### src/verilog/rcs_pkg.sv
package rcs_pkg;

  // ****************************************************************
  // register byte addresses (printed offsets are indices)
  // ****************************************************************
  localparam logic [7:0] IDX_SOFT_RESET   = 8'h00;
  localparam logic [7:0] IDX_SIGNAL_PRBS  = 8'h01;
  localparam logic [7:0] IDX_OBSERVE      = 8'h02;
  localparam logic [7:0] IDX_OBSERVE_SEL  = 8'h0C;
  localparam logic [7:0] IDX_LOAD_STATUS  = 8'h11;
  localparam logic [7:0] IDX_I2C_SPEED    = 8'h12;
  localparam logic [7:0] IDX_LOSS_ENABLE  = 8'h31;
  localparam logic [7:0] IDX_IRQ_STATUS   = 8'h40;
  localparam logic [7:0] IDX_IRQ_MASK     = 8'h41;

  localparam logic [9:0] ADDR_SOFT_RESET  = {IDX_SOFT_RESET, 2'h0};
  localparam logic [9:0] ADDR_SIGNAL_PRBS = {IDX_SIGNAL_PRBS, 2'h0};
  localparam logic [9:0] ADDR_OBSERVE     = {IDX_OBSERVE, 2'h0};
  localparam logic [9:0] ADDR_OBSERVE_SEL = {IDX_OBSERVE_SEL, 2'h0};
  localparam logic [9:0] ADDR_LOAD_STATUS = {IDX_LOAD_STATUS, 2'h0};
  localparam logic [9:0] ADDR_I2C_SPEED   = {IDX_I2C_SPEED, 2'h0};
  localparam logic [9:0] ADDR_LOSS_ENABLE = {IDX_LOSS_ENABLE, 2'h0};
  localparam logic [9:0] ADDR_IRQ_STATUS  = {IDX_IRQ_STATUS, 2'h0};
  localparam logic [9:0] ADDR_IRQ_MASK    = {IDX_IRQ_MASK, 2'h0};

  // ****************************************************************
  // field positions
  // ****************************************************************
  localparam int BIT_REF_DOMAIN_SOFT_RESET   = 0;
  localparam int BIT_RST_RECOV    = 1;
  localparam int BIT_RST_REGS     = 2;
  localparam int BIT_RST_CORE     = 3;
  localparam int BIT_SIG_LOST     = 0;
  localparam int BIT_PAT_LSB      = 1;
  localparam int BIT_LOCK_LOST    = 5;
  localparam int BIT_PAT_INV      = 6;
  localparam int BIT_RAW_PRESENT  = 7;
  localparam int BIT_I2C_FAST     = 7;
  localparam int BIT_LOAD_FAIL    = 6;
  localparam int BIT_LOAD_DONE    = 7;
  localparam int BIT_SEL_LSB      = 4;
  localparam int BIT_EN_SIG_LOSS  = 0;
  localparam int BIT_EN_LOCK_LOSS = 1;

  // ****************************************************************
  // reset values and limits
  // ****************************************************************
  localparam logic [7:0] RST_SOFT_RESET = 8'h00;
  localparam logic [7:0] RST_I2C_SPEED  = 8'h91;
  localparam logic [7:0] RST_OBS_SEL    = 8'h00;
  localparam logic [7:0] RST_LOSS_EN    = 8'h00;
  localparam logic [1:0] RST_IRQ        = 2'h0;
  localparam logic [5:0] MAX_LOAD_TRIES = 6'h3F;

  // ****************************************************************
  // i2c rates at the 250 MHz pclk
  // ****************************************************************
  localparam int PCLK_HZ      = 250_000_000;
  localparam int I2C_FAST_HZ  = 400_000;
  localparam int I2C_STD_HZ   = 100_000;
  localparam int DIV_FAST     = PCLK_HZ / I2C_FAST_HZ;
  localparam int DIV_STD      = PCLK_HZ / I2C_STD_HZ;

  // ****************************************************************
  // detected pattern codes
  // ****************************************************************
  typedef enum logic [3:0] {
    RCS_PAT_NONE = 4'h0,
    RCS_PAT_7    = 4'h8,
    RCS_PAT_11   = 4'hA,
    RCS_PAT_15   = 4'hB,
    RCS_PAT_23   = 4'hC,
    RCS_PAT_31   = 4'hD,
    RCS_PAT_58   = 4'hE,
    RCS_PAT_63   = 4'hF
  } rcs_pat_t;

endpackage

### src/verilog/rcs_loss_flag.sv
// sticky loss flag: arms once the level is seen, sets when it then drops
module rcs_loss_flag (
  // clock and reset
  input  wire logic pclk,
  input  wire logic presetn,
  input  wire logic clk_en,
  input  wire logic sync_clr,
  // event side
  input  wire logic enable,
  input  wire logic level,
  input  wire logic read_clr,
  // flag
  output logic      flag
);

  typedef struct packed {
    logic armed;
    logic flag;
  } rcs_loss_state_t;

  rcs_loss_state_t st_q;
  rcs_loss_state_t st_d;
  logic            fire;

  always_comb begin
    st_d = st_q;
    fire = 1'b0;
    if (sync_clr || !enable) begin
      st_d.armed = 1'b0;
      st_d.flag  = sync_clr ? 1'b0 : st_q.flag & ~read_clr;
    end else begin
      fire = st_q.armed && !level;
      if (level) begin
        st_d.armed = 1'b1;
      end else if (fire) begin
        st_d.armed = 1'b0;
      end
      // a new loss beats a clearing read
      st_d.flag = fire | (st_q.flag & ~read_clr);
    end
  end

  always_ff @(posedge pclk or negedge presetn) begin
    if (!presetn) begin
      st_q <= '0;
    end else if (clk_en) begin
      st_q <= st_d;
    end
  end

  assign flag = st_q.flag;

endmodule

### src/verilog/rcs_channel_regs.sv
// Behaviour
// RL1 - a read-only six-bit field counts configuration load attempts.
// RL2 - the load rate is 400 kHz when the speed bit is 1, else 100 kHz.
// RL3 - the core reset bit holds the core clock domain in reset.
// RL4 - the register reset bit returns channel registers to defaults; the speed register keeps its value here.
// RL5 - the recovered-clock reset bit resets the deserializer domain.
// RL6 - the reference reset bit resets the reference domain if it runs.
// RL7 - an enabled flag latches lock lost after lock; reading clears it.
// RL8 - an enabled flag latches signal lost after seen; reading clears it.
// RL9 - the pattern field is 0xxx for none, else the length code.
// RL10 - a read-only bit shows a polarity-inverted locked pattern.
// RL11 - the observe register shows the group picked by a select field.
// RL12 - a read-only bit shows the raw unfiltered signal detector.
// RL13 - load status bits: 00 busy, 10 done, 01 failed, 11 invalid.
// RL14 - each soft reset bit holds its domain while it reads one.
//
// Decided for this implementation: the APB register port.
module rcs_channel_regs #(
  parameter int unsigned DIV_FAST = rcs_pkg::DIV_FAST,
  parameter int unsigned DIV_STD  = rcs_pkg::DIV_STD
) (
  // clock and reset
  input  wire logic        pclk,
  input  wire logic        presetn,
  input  wire logic        clk_en,
  // apb slave
  input  wire logic        psel,
  input  wire logic        penable,
  input  wire logic        pwrite,
  input  wire logic [11:0] paddr,
  input  wire logic [31:0] pwdata,
  input  wire logic [3:0]  pstrb,
  output logic [31:0]      prdata,
  output logic             pready,
  output logic             pslverr,
  // channel status inputs
  input  wire logic        raw_input_present,
  input  wire logic        cdr_locked,
  input  wire logic        pattern_inverted_flag,
  input  wire logic [3:0]  detected_pattern_code,
  input  wire logic [127:0] observe_groups,
  input  wire logic        ref_clk_present,
  // configuration loader
  input  wire logic        load_attempt_pulse,
  input  wire logic        load_done_flag,
  input  wire logic        load_failed_flag,
  output logic             i2c_scl_tick,
  output logic             i2c_fast_mode,
  // domain resets
  output logic             core_domain_reset,
  output logic             recovered_clk_soft_reset,
  output logic             ref_domain_soft_reset,
  // interrupt
  output logic             irq
);

  // ****************************************************************
  // state
  // ****************************************************************
  typedef struct packed {
    logic [7:0]  soft_rst;
    logic [7:0]  i2c_speed;
    logic [7:0]  obs_sel;
    logic [7:0]  loss_en;
    logic [5:0]  attempts;
    logic [1:0]  irq_stat;
    logic [1:0]  irq_mask;
    logic [15:0] div_cnt;
    logic        tick;
    logic [31:0] rdata;
    logic        ready;
    logic        slverr;
    logic        core_rst;
    logic        recov_rst;
    logic        ref_rst;
    logic        irq;
    logic        sig_seen;
    logic        lock_seen;
  } rcs_state_t;

  rcs_state_t st_q;
  rcs_state_t st_d;

  logic        access;
  logic        wr;
  logic        rd;
  logic [9:0]  addr;
  logic        in_page;
  logic        mapped;
  logic        regs_clr;
  logic        rd_flags;
  logic        sig_lost;
  logic        lock_lost;
  logic        sig_lost_rise;
  logic        lock_lost_rise;
  logic [7:0]  obs_val;
  logic [15:0] div_max;
  logic [7:0]  wbyte;

  // one hit per register word
  logic        hit_soft_rst;
  logic        hit_status;
  logic        hit_observe;
  logic        hit_obs_sel;
  logic        hit_load;
  logic        hit_speed;
  logic        hit_loss_en;
  logic        hit_irq_stat;
  logic        hit_irq_mask;

  // write enables of the writable words
  logic        we_soft_rst;
  logic        we_obs_sel;
  logic        we_speed;
  logic        we_loss_en;
  logic        we_irq_stat;
  logic        we_irq_mask;

  // ****************************************************************
  // bus access
  // ****************************************************************
  // taken once: the answer cycle itself is not a second access
  assign access = psel && penable && !st_q.ready;
  assign wr     = access && pwrite;
  assign rd     = access && !pwrite;
  assign addr   = paddr[9:0];
  assign wbyte  = pwdata[7:0];
  // RL4 register reset
  assign regs_clr = st_q.soft_rst[rcs_pkg::BIT_RST_REGS];
  assign rd_flags = rd && hit_status;

  // ****************************************************************
  // sticky loss flags
  // ****************************************************************
  // RL8 signal lost
  rcs_loss_flag u_sig_loss (
    .pclk     (pclk),
    .presetn  (presetn),
    .clk_en   (clk_en),
    .sync_clr (regs_clr),
    .enable   (st_q.loss_en[rcs_pkg::BIT_EN_SIG_LOSS]),
    .level    (raw_input_present),
    .read_clr (rd_flags),
    .flag     (sig_lost)
  );

  // RL7 lock lost
  rcs_loss_flag u_lock_loss (
    .pclk     (pclk),
    .presetn  (presetn),
    .clk_en   (clk_en),
    .sync_clr (regs_clr),
    .enable   (st_q.loss_en[rcs_pkg::BIT_EN_LOCK_LOSS]),
    .level    (cdr_locked),
    .read_clr (rd_flags),
    .flag     (lock_lost)
  );

  // ****************************************************************
  // observation mux
  // ****************************************************************
  always_comb begin
    // RL11 group select
    obs_val = observe_groups[
      {st_q.obs_sel[rcs_pkg::BIT_SEL_LSB +: 4], 3'h0} +: 8];
  end

  // ****************************************************************
  // address decode
  // ****************************************************************
  // only the lowest kilobyte decodes, so no upper alias hits a register
  assign in_page      = paddr[11:10] == 2'b00;
  assign hit_soft_rst = in_page && addr == rcs_pkg::ADDR_SOFT_RESET;
  assign hit_status   = in_page && addr == rcs_pkg::ADDR_SIGNAL_PRBS;
  assign hit_observe  = in_page && addr == rcs_pkg::ADDR_OBSERVE;
  assign hit_obs_sel  = in_page && addr == rcs_pkg::ADDR_OBSERVE_SEL;
  assign hit_load     = in_page && addr == rcs_pkg::ADDR_LOAD_STATUS;
  assign hit_speed    = in_page && addr == rcs_pkg::ADDR_I2C_SPEED;
  assign hit_loss_en  = in_page && addr == rcs_pkg::ADDR_LOSS_ENABLE;
  assign hit_irq_stat = in_page && addr == rcs_pkg::ADDR_IRQ_STATUS;
  assign hit_irq_mask = in_page && addr == rcs_pkg::ADDR_IRQ_MASK;
  assign mapped = hit_soft_rst ||
                  hit_status ||
                  hit_observe ||
                  hit_obs_sel ||
                  hit_load ||
                  hit_speed ||
                  hit_loss_en ||
                  hit_irq_stat ||
                  hit_irq_mask;

  // every register sits in byte lane 0
  assign we_soft_rst = wr && pstrb[0] && hit_soft_rst;
  assign we_obs_sel  = wr && pstrb[0] && hit_obs_sel;
  assign we_speed    = wr && pstrb[0] && hit_speed;
  assign we_loss_en  = wr && pstrb[0] && hit_loss_en;
  assign we_irq_stat = wr && pstrb[0] && hit_irq_stat;
  assign we_irq_mask = wr && pstrb[0] && hit_irq_mask;

  // ****************************************************************
  // loss flag edges
  // ****************************************************************
  // a flag that rises posts its event once to the interrupt status
  assign sig_lost_rise  = sig_lost && !st_q.sig_seen;
  assign lock_lost_rise = lock_lost && !st_q.lock_seen;

  // ****************************************************************
  // rate divider
  // ****************************************************************
  // RL2 rate select
  assign div_max = st_q.i2c_speed[rcs_pkg::BIT_I2C_FAST] ?
                   16'(DIV_FAST - 1) : 16'(DIV_STD - 1);

  // ****************************************************************
  // next state
  // ****************************************************************
  always_comb begin
    st_d       = st_q;
    st_d.ready = access;
    st_d.slverr = access && !mapped;
    st_d.rdata = 32'h0000_0000;

    if (rd && mapped) begin
      case (addr)
        rcs_pkg::ADDR_SOFT_RESET:  st_d.rdata[7:0] = st_q.soft_rst;
        rcs_pkg::ADDR_SIGNAL_PRBS: begin
          // RL12 raw detector
          st_d.rdata[rcs_pkg::BIT_RAW_PRESENT] = raw_input_present;
          // RL10 polarity inverted
          st_d.rdata[rcs_pkg::BIT_PAT_INV]     = pattern_inverted_flag;
          st_d.rdata[rcs_pkg::BIT_LOCK_LOST]   = lock_lost;
          // RL9 pattern code
          st_d.rdata[rcs_pkg::BIT_PAT_LSB +: 4] =
            detected_pattern_code[3] ? detected_pattern_code
                                     : rcs_pkg::RCS_PAT_NONE;
          st_d.rdata[rcs_pkg::BIT_SIG_LOST]    = sig_lost;
        end
        rcs_pkg::ADDR_OBSERVE:     st_d.rdata[7:0] = obs_val;
        rcs_pkg::ADDR_OBSERVE_SEL: st_d.rdata[7:0] = st_q.obs_sel;
        rcs_pkg::ADDR_LOAD_STATUS: begin
          // RL13 load status
          st_d.rdata[rcs_pkg::BIT_LOAD_DONE] = load_done_flag;
          st_d.rdata[rcs_pkg::BIT_LOAD_FAIL] = load_failed_flag;
          // RL1 attempt count
          st_d.rdata[5:0] = st_q.attempts;
        end
        rcs_pkg::ADDR_I2C_SPEED:   st_d.rdata[7:0] = st_q.i2c_speed;
        rcs_pkg::ADDR_LOSS_ENABLE: st_d.rdata[7:0] = st_q.loss_en;
        rcs_pkg::ADDR_IRQ_STATUS:  st_d.rdata[1:0] = st_q.irq_stat;
        rcs_pkg::ADDR_IRQ_MASK:    st_d.rdata[1:0] = st_q.irq_mask;
        default:                   st_d.rdata = 32'h0000_0000;
      endcase
    end

    // RL14 reset bits hold
    if (we_soft_rst) begin
      st_d.soft_rst = wbyte;
    end
    if (we_obs_sel) begin
      st_d.obs_sel = wbyte;
    end
    if (we_speed) begin
      st_d.i2c_speed = wbyte;
    end
    if (we_loss_en) begin
      st_d.loss_en = wbyte;
    end
    if (we_irq_mask) begin
      st_d.irq_mask = wbyte[1:0];
    end

    // write one to clear, new event wins
    if (we_irq_stat) begin
      st_d.irq_stat = st_q.irq_stat & ~wbyte[1:0];
    end
    if (sig_lost_rise) begin
      st_d.irq_stat[0] = 1'b1;
    end
    if (lock_lost_rise) begin
      st_d.irq_stat[1] = 1'b1;
    end
    st_d.sig_seen  = sig_lost;
    st_d.lock_seen = lock_lost;

    // RL1 count attempts
    // saturates so a long retry run cannot wrap to a small count
    if (load_attempt_pulse && st_q.attempts != rcs_pkg::MAX_LOAD_TRIES) begin
      st_d.attempts = st_q.attempts + 6'h01;
    end

    // restarts at once when the limit is lowered below the count
    if (st_q.div_cnt >= div_max) begin
      st_d.div_cnt = 16'h0000;
      st_d.tick    = 1'b1;
    end else begin
      st_d.div_cnt = st_q.div_cnt + 16'h0001;
      st_d.tick    = 1'b0;
    end

    // RL4 registers to defaults
    if (regs_clr && !we_soft_rst) begin
      st_d.soft_rst  = rcs_pkg::RST_SOFT_RESET;
      st_d.obs_sel   = rcs_pkg::RST_OBS_SEL;
      st_d.loss_en   = rcs_pkg::RST_LOSS_EN;
      st_d.irq_stat  = rcs_pkg::RST_IRQ;
      st_d.irq_mask  = rcs_pkg::RST_IRQ;
    end

    // RL3 core domain reset
    st_d.core_rst  = st_d.soft_rst[rcs_pkg::BIT_RST_CORE];
    // RL5 recovered clock reset
    st_d.recov_rst = st_d.soft_rst[rcs_pkg::BIT_RST_RECOV];
    // RL6 only with ref clock
    // gated by the clock detector, the domain has no edges otherwise
    st_d.ref_rst   = st_d.soft_rst[rcs_pkg::BIT_REF_DOMAIN_SOFT_RESET] &&
                     ref_clk_present;
    st_d.irq       = |(st_d.irq_stat & st_d.irq_mask);
  end

  // ****************************************************************
  // registers
  // ****************************************************************
  always_ff @(posedge pclk or negedge presetn) begin
    if (!presetn) begin
      st_q           <= '0;
      // the speed register alone powers up non-zero
      st_q.i2c_speed <= rcs_pkg::RST_I2C_SPEED;
    end else if (clk_en) begin
      st_q <= st_d;
    end
  end

  // ****************************************************************
  // outputs
  // ****************************************************************
  assign prdata                   = st_q.rdata;
  assign pready                   = st_q.ready;
  assign pslverr                  = st_q.slverr;
  assign i2c_scl_tick             = st_q.tick;
  assign i2c_fast_mode            = st_q.i2c_speed[rcs_pkg::BIT_I2C_FAST];
  assign core_domain_reset        = st_q.core_rst;
  assign recovered_clk_soft_reset = st_q.recov_rst;
  assign ref_domain_soft_reset    = st_q.ref_rst;
  assign irq                      = st_q.irq;

endmodule

### config.mk
export PLATFORM = sky130hd
export DESIGN_NAME = rcs_channel_regs
export DESIGN_NICKNAME = d
export VERILOG_FILES = /design/src/verilog/rcs_pkg.sv /design/src/verilog/rcs_loss_flag.sv /design/src/verilog/rcs_channel_regs.sv
export SDC_FILE = /design/constraint.sdc
export NUM_CORES = 1
export LEC_CHECK = 0
export CORE_ASPECT_RATIO = 1.2
export CORE_MARGIN = 4
export CORE_UTILIZATION = 25
export CTS_BUF_LIST = sky130_fd_sc_hd__clkbuf_8
export DETAILED_ROUTE_END_ITERATION = 7
export DONT_BUFFER_PORTS = 1
export GPL_TIMING_DRIVEN = 0
export PLACE_DENSITY = 0.38
export SYNTH_ARGS = -nofsm -noshare
export SYNTH_HDL_FRONTEND = slang
export SYNTH_HIERARCHICAL = 1
export SYNTH_SLANG_ARGS = --single-unit
### constraint.sdc
create_clock -name pclk -period 7 [get_ports pclk]
set_input_delay 1.05 -clock pclk [delete_from_list [all_inputs] [get_ports pclk]]
set_output_delay 1.05 -clock pclk [all_outputs]
set_load 0.05 [all_outputs]
==> results.py <==
metrics = {
    "run_status": {
        "run_status": "finished clean",
    },
    "synthesis": {
        "async_reset_ff_share_pct": 100,
        "postSynthCellCount": 511,
        "synth-edff-count": 0,
        "mapped_avg_cell_area_sq_um": 10.5,
        "synth-seq-area-share_pct": 35.9,
        "synthesis.yosys.warnings": 6,
        "synth_cell_type_count": 69,
        "synthesis.area_sq_mm": 0.00538,
        "ys_ff_latch": 77,
        "ys_dominant_reg_cell": "sky130_fd_sc_hd__dfrtp_1",
    },
    "timing": {
        "rsz0062_at_grt": "false",
        "max-slew-margin-rel_pct": 33.2,
        "worst_slack_ns": 3.76,
        "setup_viol": 0,
        "final.setup.tns_ns": 0,
        "hold_viol_final": 0,
        "final_max_slew_viol_count": 0,
        "max_freq_ghz": 0.309,
        "final.min_clock_period_ns": 3.24,
        "timing.final.crit_share_pct": 46.3,
        "worst_pin_slew_ns": 0.991,
        "fin_worst_skew_ns": 0.0126,
    },
    "layout": {
        "area_delta_synth_final_pct": 12.8,
        "seqCellArea_sq_mm": 0.00193,
        "layout.filler_cells": 2214,
        "fin_nets": 748,
        "final_layout_size_suffix_gt1_share_pct": 23.3,
        "multi_input_area_sq_mm": 0.00308,
    },
    "min_path": {
        "worst_min_path_class": "input port to async pin",
    },
    "detailed_routing": {
        "route.met2.wl_mm": 8.67,
        "route.top_layer_used": "met4",
        "dr.pass1.iters": 4,
        "route.met3.wl_mm": 1.67,
        "detail_route.vias_per_cell": 5.26,
        "wirelength_met1_mm": 7.71,
        "final_antenna_net_count": 0,
        "detail_route.iter0.violations": 267,
        "drt_drc_violations_left": 0,
        "routed_wl_mm": 18.4,
        "drt-wirelength-per-cell_um": 22.3,
        "routed-via-count": 4320,
    },
    "power": {
        "internal_power_w": 0.000910,
        "netSwitchingFraction_pct": 30.3,
        "switching_power_w": 0.000395,
        "pwr-share-seq_pct": 43.4,
        "total_leakage_power_nw": 2.50,
        "clkPwrFrac_pct": 34.0,
        "power_density_mw_per_mm2": 215,
        "maximum_ir_drop_on_the_vdd_rail_mv": 0.0903,
        "pwr-share-comb_pct": 22.6,
    },
    "setup_path": {
        "worst-endpoint-arrival_ns": 3.54,
        "timing.critical_path.from_type": "register",
        "critical_path.reg2reg.startpoint": "i2c_fast_mode",
        "worst-endpoint-required_ns": 7.30,
        "cp_max_fo": 10,
        "worstSetupPathType": "register to register",
        "critical_path.reg2reg.endpoint": "st_q[49]",
        "r2r_depth": 9,
        "critPathCaptureType": "register",
        "regToRegSetupSlack_ns": 3.76,
    },
    "placed_design": {
        "gp_routability_congestion": 0.886,
        "dp_hpwl_mm": 14.5,
        "io_buffers": 0,
        "detailedPlace.worstSlack_ns": 3.56,
    },
    "floorplanning": {
        "num_io_pins": 233,
        "floorplan.die_area_sq_mm": 0.0240,
        "floorplan.initialDensity_pct": 25.6,
        "num_rows": 58,
        "die_width_um": 142,
        "die_height_um": 169,
        "core_region_area_sq_mm": 0.0210,
    },
    "global_routing": {
        "groute.usage.overall_pct": 15.3,
        "grt_pass1_wl_mm": 27.7,
        "initial_antenna_violation_count": 2,
        "grt_start_max_net_pins": 78,
        "grt_overflow": 0,
        "via_count_of_the_first_global_routing_pass": 4586,
    },
    "clocking": {
        "cts_made_buffers": 9,
        "postCtsResizedCells": 0,
        "clock_sinks": 77,
        "cts-root-to-sink-buffers": 2,
        "h-tree-depth": 3,
        "clk-insertion-delay-late_ns": 0.37,
        "post_cts_hold_buffer_count": 0,
        "cts.root.buffer_cell": "sky130_fd_sc_hd__clkbuf_8",
        "cts.repair_timing.setup_buffer_count": 0,
        "cts_tree": "yes",
        "clk_pin_slew_ns": 0.08,
    },
    "run": {
        "drv.max_cap_violation_count": 0,
    },
}
-- cells in the final DEF (no fill, tap or decap), types with 11 or more instances in the layout --
master and n:
sky130_fd_sc_hd__dfrtp_1 74, sky130_fd_sc_hd__nand2_1 56, sky130_fd_sc_hd__mux4_2 40, sky130_fd_sc_hd__buf_4 35, sky130_fd_sc_hd__inv_1 24, sky130_fd_sc_hd__conb_1 24
sky130_fd_sc_hd__a21oi_1 23, sky130_fd_sc_hd__o21ai_0 23, sky130_fd_sc_hd__nor2_1 19, sky130_fd_sc_hd__nand3_1 16, sky130_fd_sc_hd__clkbuf_1 12, sky130_fd_sc_hd__a22o_1 12
sky130_fd_sc_hd__mux2_2 12, sky130_fd_sc_hd__clkbuf_8 12, sky130_fd_sc_hd__a22oi_1 11
-- cell families (layout without fill, tap and decap cells) --
logic type / count (synthesis) / after routing / synth area share, %
adders and majority gates: 10 / 10 / 2.32
and+or+nand+nor: 148 / 148 / 14.9
buffers and inverters: 83 / 99 / 8.58
muxes: 56 / 56 / 20.0
other: 1 / 26 / 0.0697
DFF: 77 / 77 / 35.9
xor gates and xnor gates: 17 / 17 / 2.77
AOI/OAI and AO/OA: 119 / 119 / 15.5
-- per-stage QoR --
step	util, %	hold WS [ns]	instances	instance area [sq um]	power (W)
after floorplan	-	0.449	534	5470	0.000806
after global placement	27.6	0.467	804	5810	0.000868
after detailed placement	27.6	0.472	804	5810	0.000873
after CTS	28.8	0.336	820	6070	0.00132
after global routing	28.8	0.326	822	6070	0.00138
final	28.8	0.364	822	6070	0.00131
-- worst max path at each step --
stage                  startpoint        to  depth (start not counted)  slack, ns
global route        i2c_fast_mode  st_q[56]                          9       3.52
detailed placement       paddr[3]  st_q[82]                          8       3.56
finish              i2c_fast_mode  st_q[49]                          9       3.76
CTS                 i2c_fast_mode  st_q[49]                          9       3.68
floorplan                paddr[5]  st_q[84]                          6       4.13
global placement         paddr[3]  st_q[82]                          8       3.58
-- power by group through the flow --
| stage | logic, W | clock network (W) | registers, W |
|---|---|---|---|
| global route | 0.000327 | 0.000475 | 0.000576 |
| floorplan | 0.000250 | 0 | 0.000556 |
| finish | 0.000294 | 0.000444 | 0.000567 |
| global placement | 0.000292 | 0 | 0.000576 |
| CTS | 0.000297 | 0.000456 | 0.000568 |
| detailed placement | 0.000297 | 0 | 0.000577 |
-- synth_stat cells (11+ instances only) --
library cell	instances	share of area, %
sky130_fd_sc_hd__mux4_2	40	17
sky130_fd_sc_hd__a21oi_1	23	2.1
sky130_fd_sc_hd__a22oi_1	11	1.5
sky130_fd_sc_hd__dfrtp_1	74	34
sky130_fd_sc_hd__inv_1	23	1.6
sky130_fd_sc_hd__nand3_1	16	1.5
sky130_fd_sc_hd__a22o_1	12	2.0
sky130_fd_sc_hd__nor2_1	19	1.3
sky130_fd_sc_hd__mux2_2	12	2.5
sky130_fd_sc_hd__nand2_1	56	3.9
sky130_fd_sc_hd__o21ai_0	23	2.1
sky130_fd_sc_hd__clkbuf_1	12	0.84
sky130_fd_sc_hd__buf_4	35	4.9
-- layer usage --
metal	global-route usage [%]	vias up
met3	5.57	21
met4	5.47	0
met5	0	-
met1	19.8	2132
met2	23.4	216
li1	-	1951
-- registers in the layout, summed over array words and instances (netlist names) --
signal                 cells
pslverr                    1
u_sig_loss/flag            1
u_lock_loss/st_q           1
ref_domain_soft_reset      1
st_q                      58
i2c_scl_tick               1
u_lock_loss/flag           1
regs_clr                   1
u_sig_loss/st_q            1
i2c_fast_mode              1
irq                        1
prdata                     8
pready                     1
-- worst max-delay path: stages (launching register included) --
cell and delay (ns):
sky130_fd_sc_hd__dfstp_2 0.80, sky130_fd_sc_hd__inv_1 0.25, sky130_fd_sc_hd__ha_1 0.33, sky130_fd_sc_hd__nand2b_1 0.13, sky130_fd_sc_hd__a2111oi_0 0.44, sky130_fd_sc_hd__o21bai_1 0.10, sky130_fd_sc_hd__a211o_1 0.32, sky130_fd_sc_hd__a21o_1 0.28
sky130_fd_sc_hd__clkbuf_1 0.29, sky130_fd_sc_hd__a21oi_1 0.22
-- area by class of cell --
cell class | count | area share (%)
tap | 270 | 5.56
antenna | 2 | 0.0824
inverter | 23 | 1.42
clock inverter | 4 | 1.55
buffer | 60 | 6.18
clock buffer | 12 | 2.72
sequential | 77 | 31.8
multi-input combinational | 374 | 50.7
Power figures use the tool's default switching activity.
